`src/rtl/flash_bridge_pkg.sv`:
```
package flash_bridge_pkg;
    // configuration offsets of the two window base registers
    localparam logic [7:0]  FLASH_BASE_OFS    = 8'h14;      // flash window base, primary
    localparam logic [7:0]  FLASH_BASE_OFS_HI = 8'h18;      // flash window base, alternate
    localparam logic [7:0]  ROM_BASE_OFS      = 8'h30;      // boot rom window base
    // flash geometry
    localparam int          FLASH_AW          = 19;         // 512 KB byte address
    localparam int          FLASH_DW          = 8;          // byte-wide flash data
    // eeprom handling
    localparam logic [1:0]  MARKER_VALID      = 2'h1;       // programmed marker must read 01b
    localparam logic [7:0]  CFG_LAST_WORD     = 8'h0F;      // last hardware config word
    localparam int          MARKER_HI         = 15;         // marker field position
    localparam int          MARKER_LO         = 14;
    // size code: window = 64 KB << code, code 0..3 gives 64..512 KB
    localparam logic [1:0]  SIZE_RESET        = 2'h3;       // size code after reset
    localparam int          SIZE_MIN_SHIFT    = 16;         // log2 of smallest window
    // write permit field values
    localparam logic [1:0]  WPERMIT_RESET     = 2'h1;       // writes blocked after reset
    localparam logic [1:0]  WPERMIT_ALLOW     = 2'h2;       // writes allowed
    // timing
    localparam int          CLK_NS            = 10;         // clock period in ns
    localparam int          BYTE_CYCLE_NS     = 256;        // one flash byte cycle
    localparam int          BYTE_CYCLES       = (BYTE_CYCLE_NS + CLK_NS - 1) / CLK_NS;
    localparam logic [5:0]  BYTE_CYC_LAST     = 6'(BYTE_CYCLES - 1);
    localparam logic [5:0]  GAP_CYCLES        = 6'h01;      // idle gap between byte cycles
    localparam logic [31:0] WORD_RESET        = 32'h0;      // data/base value after reset
endpackage

```
`src/rtl/flash_access_bridge.sv`:
```
`timescale 1ns/10ps
// Operation
// - flash cycle on window hits, rom at boot
// - decode against flash or rom base
// - byte-wide flash, 512 KB address
// - small flash wraps via low address bits
// - eeprom size bits size both windows
// - split writes, assemble reads, bytewise
// - byte read takes about 256 ns
// - retry host while byte read runs
// - boot shadowing may hold long waits
// - flash also reachable through i/o mapping
// - accept config only with marker 01b
// - never compute or insert checksum
// - disconnect on first data phase always
// - withhold trdy until read data valid
// - writes gated by write permit field
module flash_access_bridge (
    input  wire logic        clk,           // bus clock, 100 MHz
    input  wire logic        rst,           // synchronous reset, high
    // configuration writes to window bases
    input  wire logic        cfg_wr,        // config write strobe, pulse
    input  wire logic [7:0]  cfg_ofs,       // config offset
    input  wire logic [31:0] cfg_wdata,     // config write data
    output logic [31:0]      cfg_rdata,     // config read data for cfg_ofs
    // eeprom load results
    input  wire logic        ee_load,       // eeprom word valid, pulse
    input  wire logic [7:0]  ee_word_adr,   // eeprom word index
    input  wire logic [15:0] ee_word,       // eeprom word content
    input  wire logic [1:0]  ee_size_code,  // flash size bits from eeprom
    input  wire logic [1:0]  flash_write_permit_field, // write permit from control reg
    input  wire logic        boot_phase,    // system still shadowing rom
    input  wire logic        mem_space_en,  // memory access enabled
    input  wire logic        io_space_en,   // i/o access enabled
    // decoded host target request
    input  wire logic        req,           // host data phase pending, level
    input  wire logic        req_io,        // request is an i/o space access
    input  wire logic        req_wr,        // 1 write, 0 read
    input  wire logic [31:0] req_addr,      // host byte address, dword aligned
    input  wire logic [3:0]  req_be,        // byte enables, high active
    input  wire logic [31:0] req_wdata,     // host write data
    output logic             hit,           // request decodes to flash
    output logic             trdy,          // data phase done, pulse
    output logic             stop,          // disconnect or retry, pulse
    output logic             retry,         // stop is a retry, pulse
    output logic [31:0]      rdata,         // assembled read data
    // flash pins
    output logic [18:0]      flash_addr,    // flash address
    input  wire logic [7:0]  flash_dq_in,   // flash data in
    output logic [7:0]       flash_dq_out,  // flash data out
    output logic             flash_dq_oe,   // flash data output enable
    output logic             flash_sel_n,   // chip select, low active
    output logic             flash_rd_n,    // output enable, low active
    output logic             flash_wr_n     // write strobe, low active
);
    typedef enum {IDLE, PICK, RUN, WAIT_GAP, DONE} state_t;

    state_t      state_reg;                 // byte sequencer state
    logic [31:0] flash_base_reg;            // flash window base
    logic [31:0] rom_base_reg;              // rom window base
    logic [1:0]  size_reg;                  // accepted size code
    logic        cfg_ok_reg;                // eeprom marker accepted
    logic [3:0]  be_left_reg;               // bytes still to move
    logic [1:0]  lane_reg;                  // lane now in flight
    logic [31:0] data_reg;                  // read assembly register
    logic [31:0] tag_reg;                   // address of the read being fetched
    logic        ready_reg;                 // fetched read waits for host
    logic        wr_run_reg;                // current access is a write
    logic [18:0] acc_addr_reg;              // flash address of the access
    logic [31:0] wdata_reg;                 // captured write data
    logic [5:0]  gap_reg;                   // idle gap timer
    logic [7:0]  dq_s1_reg;                 // data pin sync stage 1
    logic [7:0]  dq_s2_reg;                 // data pin sync stage 2
    logic        cyc_start;                 // launch one byte cycle
    logic        cyc_done;                  // byte cycle ended
    logic [7:0]  cyc_rdata;                 // byte read back
    logic        flash_hit;                 // address in flash window
    logic        rom_hit;                   // address in rom window
    logic [31:0] win_mask;                  // window address mask
    logic        wr_allowed;                // permit field lets writes through

    // mask of bits inside a window of the given size code
    function automatic logic [31:0] size_mask(input logic [1:0] code);
        size_mask = (32'h1 << (flash_bridge_pkg::SIZE_MIN_SHIFT + int'(code))) - 32'h1;
    endfunction

    // lowest enabled lane still to move
    function automatic logic [1:0] first_lane(input logic [3:0] be);
        if (be[0]) begin
            first_lane = 2'h0;
        end else if (be[1]) begin
            first_lane = 2'h1;
        end else if (be[2]) begin
            first_lane = 2'h2;
        end else begin
            first_lane = 2'h3;
        end
    endfunction

    // data pins leave the flash domain, two flops before use
    always_ff @(posedge clk) begin
        if (rst) begin
            dq_s1_reg <= 8'h00;
            dq_s2_reg <= 8'h00;
        end else begin
            dq_s1_reg <= flash_dq_in;
            dq_s2_reg <= dq_s1_reg;
        end
    end

    // eeprom config taken only under a valid marker, checksum never looked at
    always_ff @(posedge clk) begin
        if (rst) begin
            cfg_ok_reg <= 1'b0;
            size_reg   <= flash_bridge_pkg::SIZE_RESET;
        end else if (ee_load && ee_word_adr == 8'h00) begin
            cfg_ok_reg <= (ee_word[flash_bridge_pkg::MARKER_HI:flash_bridge_pkg::MARKER_LO]
                           == flash_bridge_pkg::MARKER_VALID);
        end else if (ee_load && cfg_ok_reg && ee_word_adr <= flash_bridge_pkg::CFG_LAST_WORD) begin
            size_reg <= ee_size_code;
        end
    end

    // base registers: address bits inside the window are read-only zero
    always_ff @(posedge clk) begin
        if (rst) begin
            flash_base_reg <= flash_bridge_pkg::WORD_RESET;
            rom_base_reg   <= flash_bridge_pkg::WORD_RESET;
        end else if (cfg_wr) begin
            if (cfg_ofs == flash_bridge_pkg::FLASH_BASE_OFS ||
                cfg_ofs == flash_bridge_pkg::FLASH_BASE_OFS_HI) begin
                flash_base_reg <= cfg_wdata & ~size_mask(size_reg);
            end else if (cfg_ofs == flash_bridge_pkg::ROM_BASE_OFS) begin
                rom_base_reg <= (cfg_wdata & ~size_mask(size_reg)) | {31'h0, cfg_wdata[0]};
            end
        end
    end

    // config read back shows the sized bases
    always_comb begin
        if (cfg_ofs == flash_bridge_pkg::FLASH_BASE_OFS ||
            cfg_ofs == flash_bridge_pkg::FLASH_BASE_OFS_HI) begin
            cfg_rdata = flash_base_reg & ~size_mask(size_reg);
        end else if (cfg_ofs == flash_bridge_pkg::ROM_BASE_OFS) begin
            cfg_rdata = (rom_base_reg & ~size_mask(size_reg)) | {31'h0, rom_base_reg[0]};
        end else begin
            cfg_rdata = 32'h0;
        end
    end

    // window decode; rom window only counts while booting and enabled
    always_comb begin
        win_mask   = size_mask(size_reg);
        flash_hit  = (req_io ? io_space_en : mem_space_en) &&
                     ((req_addr & ~win_mask) == (flash_base_reg & ~win_mask));
        rom_hit    = !req_io && mem_space_en && boot_phase && rom_base_reg[0] &&
                     ((req_addr & ~win_mask) == (rom_base_reg & ~win_mask));
        hit        = req && (flash_hit || rom_hit);
        wr_allowed = (flash_write_permit_field == flash_bridge_pkg::WPERMIT_ALLOW);
    end

    // byte sequencer: lowest lane first, each lane its own flash cycle
    always_ff @(posedge clk) begin
        if (rst) begin
            state_reg    <= IDLE;
            be_left_reg  <= 4'h0;
            lane_reg     <= 2'h0;
            data_reg     <= flash_bridge_pkg::WORD_RESET;
            tag_reg      <= flash_bridge_pkg::WORD_RESET;
            ready_reg    <= 1'b0;
            wr_run_reg   <= 1'b0;
            acc_addr_reg <= 19'h0;
            wdata_reg    <= flash_bridge_pkg::WORD_RESET;
            gap_reg      <= 6'h00;
        end else begin
            case (state_reg)
            IDLE: begin
                // a finished read is handed over once the host comes back for it
                if (ready_reg && hit && !req_wr && req_addr == tag_reg) begin
                    ready_reg <= 1'b0;
                end else if (hit && !ready_reg && (!req_wr || wr_allowed)) begin
                    be_left_reg  <= req_be;
                    wr_run_reg   <= req_wr;
                    acc_addr_reg <= req_addr[flash_bridge_pkg::FLASH_AW-1:0] &
                                    win_mask[flash_bridge_pkg::FLASH_AW-1:0];
                    wdata_reg    <= req_wdata;
                    tag_reg      <= req_addr;
                    data_reg     <= flash_bridge_pkg::WORD_RESET;
                    state_reg    <= PICK;
                end
            end
            PICK: begin
                if (be_left_reg == 4'h0) begin
                    state_reg <= DONE;
                end else begin
                    lane_reg  <= first_lane(be_left_reg);
                    state_reg <= RUN;
                end
            end
            RUN: begin
                if (cyc_done) begin
                    be_left_reg[lane_reg] <= 1'b0;
                    if (!wr_run_reg) begin
                        data_reg[8*lane_reg +: 8] <= cyc_rdata;
                    end
                    gap_reg   <= 6'h00;
                    state_reg <= WAIT_GAP;
                end
            end
            WAIT_GAP: begin
                // keeps select high between bytes of one access
                gap_reg <= gap_reg + 6'h01;
                if (gap_reg == flash_bridge_pkg::GAP_CYCLES) begin
                    state_reg <= PICK;
                end
            end
            default: begin
                // writes were answered at capture and just go idle; reads wait for the host
                ready_reg <= !wr_run_reg;
                state_reg <= IDLE;
            end
            endcase
        end
    end

    // launch in RUN; done masks the closing edge so no second cycle slips out
    assign cyc_start = (state_reg == RUN) && !cyc_done;

    flash_byte_cycle u_cycle (
        .clk       (clk),
        .rst       (rst),
        .start     (cyc_start),
        .wr        (wr_run_reg),
        .addr      (acc_addr_reg + {17'h0, lane_reg}),
        .wdata     (wdata_reg[8*lane_reg +: 8]),
        .pin_rdata (dq_s2_reg),
        .done      (cyc_done),
        .rdata     (cyc_rdata),
        .pin_addr  (flash_addr),
        .pin_wdata (flash_dq_out),
        .pin_oe    (flash_dq_oe),
        .sel_n     (flash_sel_n),
        .rd_n      (flash_rd_n),
        .wr_n      (flash_wr_n)
    );

    // host answer: reads retried while busy, every phase ends with stop
    always_ff @(posedge clk) begin
        if (rst) begin
            trdy  <= 1'b0;
            stop  <= 1'b0;
            retry <= 1'b0;
            rdata <= flash_bridge_pkg::WORD_RESET;
        end else begin
            trdy  <= 1'b0;
            stop  <= 1'b0;
            retry <= 1'b0;
            if (hit && !trdy && !stop) begin
                if (state_reg == IDLE && ready_reg && !req_wr && req_addr == tag_reg) begin
                    trdy  <= 1'b1;
                    stop  <= 1'b1;
                    rdata <= data_reg;
                end else if (req_wr && !wr_allowed && state_reg == IDLE) begin
                    trdy <= 1'b1;
                    stop <= 1'b1;
                end else if (req_wr && state_reg == IDLE && !ready_reg) begin
                    // write completes once captured; bytes then go out in order
                    trdy <= 1'b1;
                    stop <= 1'b1;
                end else if (!boot_phase) begin
                    stop  <= 1'b1;
                    retry <= 1'b1;
                end
                // in boot, the host is held in wait states until data is ready
            end
        end
    end
endmodule

```
`src/rtl/flash_byte_cycle.sv`:
```
`timescale 1ns/10ps
// one timed byte cycle on the flash pins; strobes idle between cycles
module flash_byte_cycle (
    input  wire logic        clk,         // clock
    input  wire logic        rst,         // synchronous reset, high
    input  wire logic        start,       // begin a byte cycle, level, taken while idle
    input  wire logic        wr,          // 1 write, 0 read
    input  wire logic [18:0] addr,        // byte address
    input  wire logic [7:0]  wdata,       // write byte
    input  wire logic [7:0]  pin_rdata,   // synchronised flash data pins
    output logic             done,        // cycle finished, pulse
    output logic [7:0]       rdata,       // captured read byte
    output logic [18:0]      pin_addr,    // flash address pins
    output logic [7:0]       pin_wdata,   // flash data out
    output logic             pin_oe,      // data pin output enable
    output logic             sel_n,       // chip select, low active
    output logic             rd_n,        // output enable strobe, low active
    output logic             wr_n         // write strobe, low active
);
    logic [5:0] cnt_reg;                  // cycle timer
    logic       busy_reg;                 // a cycle is in flight
    logic       wr_reg;                   // direction of the cycle

    // timer and direction; strobes only live while busy
    always_ff @(posedge clk) begin
        if (rst) begin
            busy_reg <= 1'b0;
            cnt_reg  <= 6'h00;
            wr_reg   <= 1'b0;
        end else if (start && !busy_reg) begin
            busy_reg <= 1'b1;
            cnt_reg  <= 6'h00;
            wr_reg   <= wr;
        end else if (busy_reg) begin
            if (cnt_reg == flash_bridge_pkg::BYTE_CYC_LAST) begin
                busy_reg <= 1'b0;
            end
            cnt_reg <= cnt_reg + 6'h01;
        end
    end

    // address and data are held steady through the whole cycle
    always_ff @(posedge clk) begin
        if (rst) begin
            pin_addr  <= 19'h0;
            pin_wdata <= 8'h00;
        end else if (start && !busy_reg) begin
            pin_addr  <= addr;
            pin_wdata <= wdata;
        end
    end

    // capture read data at the very end of the 26-clock, 260 ns cycle
    always_ff @(posedge clk) begin
        if (rst) begin
            rdata <= 8'h00;
            done  <= 1'b0;
        end else begin
            done <= busy_reg && (cnt_reg == flash_bridge_pkg::BYTE_CYC_LAST);
            if (busy_reg && !wr_reg && cnt_reg == flash_bridge_pkg::BYTE_CYC_LAST) begin
                rdata <= pin_rdata;
            end
        end
    end

    // strobes: write pulse released one cycle early so data holds past it
    always_comb begin
        sel_n  = !busy_reg;
        rd_n   = !(busy_reg && !wr_reg);
        wr_n   = !(busy_reg && wr_reg && cnt_reg != flash_bridge_pkg::BYTE_CYC_LAST);
        pin_oe = busy_reg && wr_reg;
    end
endmodule
```
`config.mk`:
```
export PLATFORM = sky130hd
export DESIGN_NAME = flash_access_bridge
export DESIGN_NICKNAME = d
export VERILOG_FILES = /design/src/rtl/flash_bridge_pkg.sv /design/src/rtl/flash_access_bridge.sv /design/src/rtl/flash_byte_cycle.sv
export SDC_FILE = /design/constraint.sdc
export NUM_CORES = 1
export LEC_CHECK = 0
export ABC_CLOCK_PERIOD_IN_PS = 6800
export BUFFER_PORTS_ARGS = -buffer_cell sky130_fd_sc_hd__buf_2
export CAP_MARGIN = 20
export CORE_MARGIN = 5
export CORE_UTILIZATION = 55
export DETAILED_ROUTE_END_ITERATION = 7
export PLACE_DENSITY = 0.83
export SLEW_MARGIN = 15
export SYNTH_ARGS = -nofsm -noshare
export SYNTH_HDL_FRONTEND = slang
export SYNTH_SLANG_ARGS = --single-unit
```
`constraint.sdc`:
```
create_clock -name clk -period 6.8 [get_ports clk]
set_input_delay 0.34 -clock clk [delete_from_list [all_inputs] [get_ports clk]]
set_output_delay 0.34 -clock clk [all_outputs]
set_load 0.01 [all_outputs]
```
==> results.cfg <==
[global_routing]
antenna_found_initial = 4
grt_usage = 0.2361
grt_max_degree = 102
grt_pass1_wl_mm = 43.75
grt_pass1_vias = 8939
grt-ovfl-total = 0

[pwr]
leakagePower_nw = 5.274
p_int_mw = 2.354
p_per_area_nw_per_um2 = 235.4
comb_power_share = 0.040
p_sw_mw = 0.6370
p_sw_frac = 0.2130
seqPwrFrac = 0.486
max-vdd-ir-drop_uv = 193.7
clkPwrFrac = 0.475

[cells_and_area]
area_growth_syn_to_layout_pct = 18.06
drive_gt1_frac = 0.2017
layout_commonest_cell = dfxtp_1
final_cell_area_sq_um = 12700
nNetsFinal = 1560
stdcell_count = 1680
fin_util = 0.6570
most-common-layout-cells = dfxtp_1, nand2_1, buf_2, nor2_1, a21oi_1

[logic_synthesis]
syn_area_per_cell_sq_um = 8.776
yosysTopAreaCellShare = 0.4596
ys_types = 63
yosysSeqAreaShare = 0.4596
synth.area.top_cells = dfxtp_1, nand2_1, a21oi_1
ys_warn_count = 0
ys_seq_elements = 247
synth_area_leader_cell = dfxtp_1
synth_cells = 1226
synth_flop_cell = dfxtp_1
async_reset_ff_frac = 0
syn_area_sq_um = 10760
synth_edf_count = 0

[die]
core-area_sq_um = 19330
die_y_um = 149.9
die_w_um = 149.9
die-area_sq_um = 22460
io_pins = 253
initial_core_util = 0.5565
placementRows = 51

[sta]
drv_slew = 0
relSlewSlack = 0.3645
holdWs_ps = 33.13
max_clock_freq_ghz = 0.2682
hold_viol = 0
rsz0062_at_grt = false
fin_setup_tns_ps = 0
period_share = 0.5483
setup_viol_count_final = 0
fin_skew_ps = 17.68
tightest_slew_ps = 948.1
period_needed_ps = 3729

[clock_tree]
cts_buffers = 25
clk_latency_ps = 520
hold_buffers = 0
cts.sinks = 247
htree_num_levels = 1
cts_resized = 0
cts_setup_buffers = 0
clkTransAtPathRegs_ps = 60
clock_path_buffers = 3
cts_root_buf = clkbuf_16
cts_tree = built

[setup_path]
path_max_fanout = 38
startpoint_type = flip-flop
crit_cells = 10
cp_top_family = compound AO/OA/AOI/OAI gates
slowest_delay_ps = 730
arrival_ps = 4160
worst-path-buf-inv = 2
cp-end-kind = flip-flop
critPathKind = flip-flop to flip-flop
worstSetupStartpoint = size_reg[0]
reg2regPathDepth = 10
cp.required_ps = 7230
timing.rr.start = size_reg[0]
critPathSlowestCell = and4_2
cp_cell_sequence = nor2_1, inv_1, ha_1, a2bb2oi_1, nand4_1, o32ai_4, and4_2, buf_4, o21ai_1, o2bb2ai_1

[place]
portBuffers = 208
place_congestion = 0.8843
placed_cell_area_sq_um = 11840
dp.cells = 1632
dpl.hpwl_mm = 19.49

[routing]
drcViolationCount = 0
postRouteAntennaNets = 0
drt_iter0_drc = 570
vias = 9253
wirelength_mm = 27.35
viasPerCell = 5.508
first_pass_iters = 5
detail_route.wl_per_cell_um = 16.28

[flow_run]
max-cap-violations = 0

[worst_hold_path]
hp-start = boot_phase
holdPathStages = 2
min_path_type = input port to flip-flop

[status]
status = finished, final reports clean
[power groups by stage]
| stage | Combinational (mW) | Clock, mW | Sequential (mW) |
|---|---|---|---|
| after floorplan | 0.0633 | 0 | 1.48 |
| after global placement | 0.117 | 0 | 1.48 |
| after detailed placement | 0.117 | 0 | 1.48 |
| after CTS | 0.118 | 1.43 | 1.45 |
| after global routing | 0.130 | 1.50 | 1.45 |
| final | 0.119 | 1.42 | 1.45 |
[routing by layer]
layer | share of wire | track usage | vias to the layer above
met5 | 0.00080 | 0 | -
met4 | 0.026 | 0.07548 | 4
met3 | 0.070 | 0.04724 | 57
met2 | 0.48 | 0.3958 | 353
met1 | 0.42 | 0.3066 | 4315
li1 | - | - | 4524
[final timing paths]
| kind | slack (ps) | endpoint |
|---|---|---|
| max reg2reg | 3070 | data_reg[11] |
| min | 30 | retry |
| max | 3070 | data_reg[11] |
| min reg2reg | 440 | dq_s2_reg[4] |
[cell families after synthesis]
kind of cell               Yosys count  share of synthesized area
DFF                                247                     0.4596
and+or+nand+nor                    497                     0.2100
other                                1                  0.0003485
AOI/OAI and AO/OA                  229                     0.1427
muxes                               51                    0.05687
buffers and inverters              103                    0.04512
xor gates and xnor gates            86                    0.07071
adders and majority gates           12                    0.01465
[Yosys cell counts (all sizes together), types with 2 or more instances]
| library cell | instances |
|---|---|
| xor2 | 59 |
| a211oi | 24 |
| o21a | 4 |
| and2 | 3 |
| a21o | 3 |
| nand2 | 216 |
| dfxtp | 247 |
| nor4 | 18 |
| o211ai | 2 |
| nand3b | 3 |
| a22oi | 9 |
| xnor2 | 27 |
| nor4b | 5 |
| o21ai | 10 |
| and3 | 9 |
| or2 | 3 |
| and4 | 4 |
| clkbuf | 55 |
| mux2i | 42 |
| nand4 | 14 |
| ha | 11 |
| nor3 | 18 |
| a22o | 24 |
| a31oi | 3 |
| nand2b | 3 |
| buf | 34 |
| or4 | 3 |
| o32ai | 5 |
| inv | 14 |
| nand3 | 34 |
| a21oi | 121 |
| nor2 | 128 |
| o2bb2ai | 16 |
| nor2b | 28 |
| mux4 | 8 |
| nor3b | 3 |
[stage by stage]
step	setup slack [ps]	power [mW]
after global routing	2810	3.081
after CTS	3097	3.003
final	3071	2.991
after global placement	3212	1.602
after floorplan	4320	1.548
after detailed placement	3180	1.602
[area by class of cell]
type	count	area, sq um
diodes	2	5.005
clock buffers	35	723.2
clock inverters	11	136.4
fillers	1551	6633
inverters	14	52.55
multi-input cells	890	5401
flip-flops and latches	247	4945
well taps	265	331.6
repair buffers	216	1107
Power figures use the tool's default switching activity.
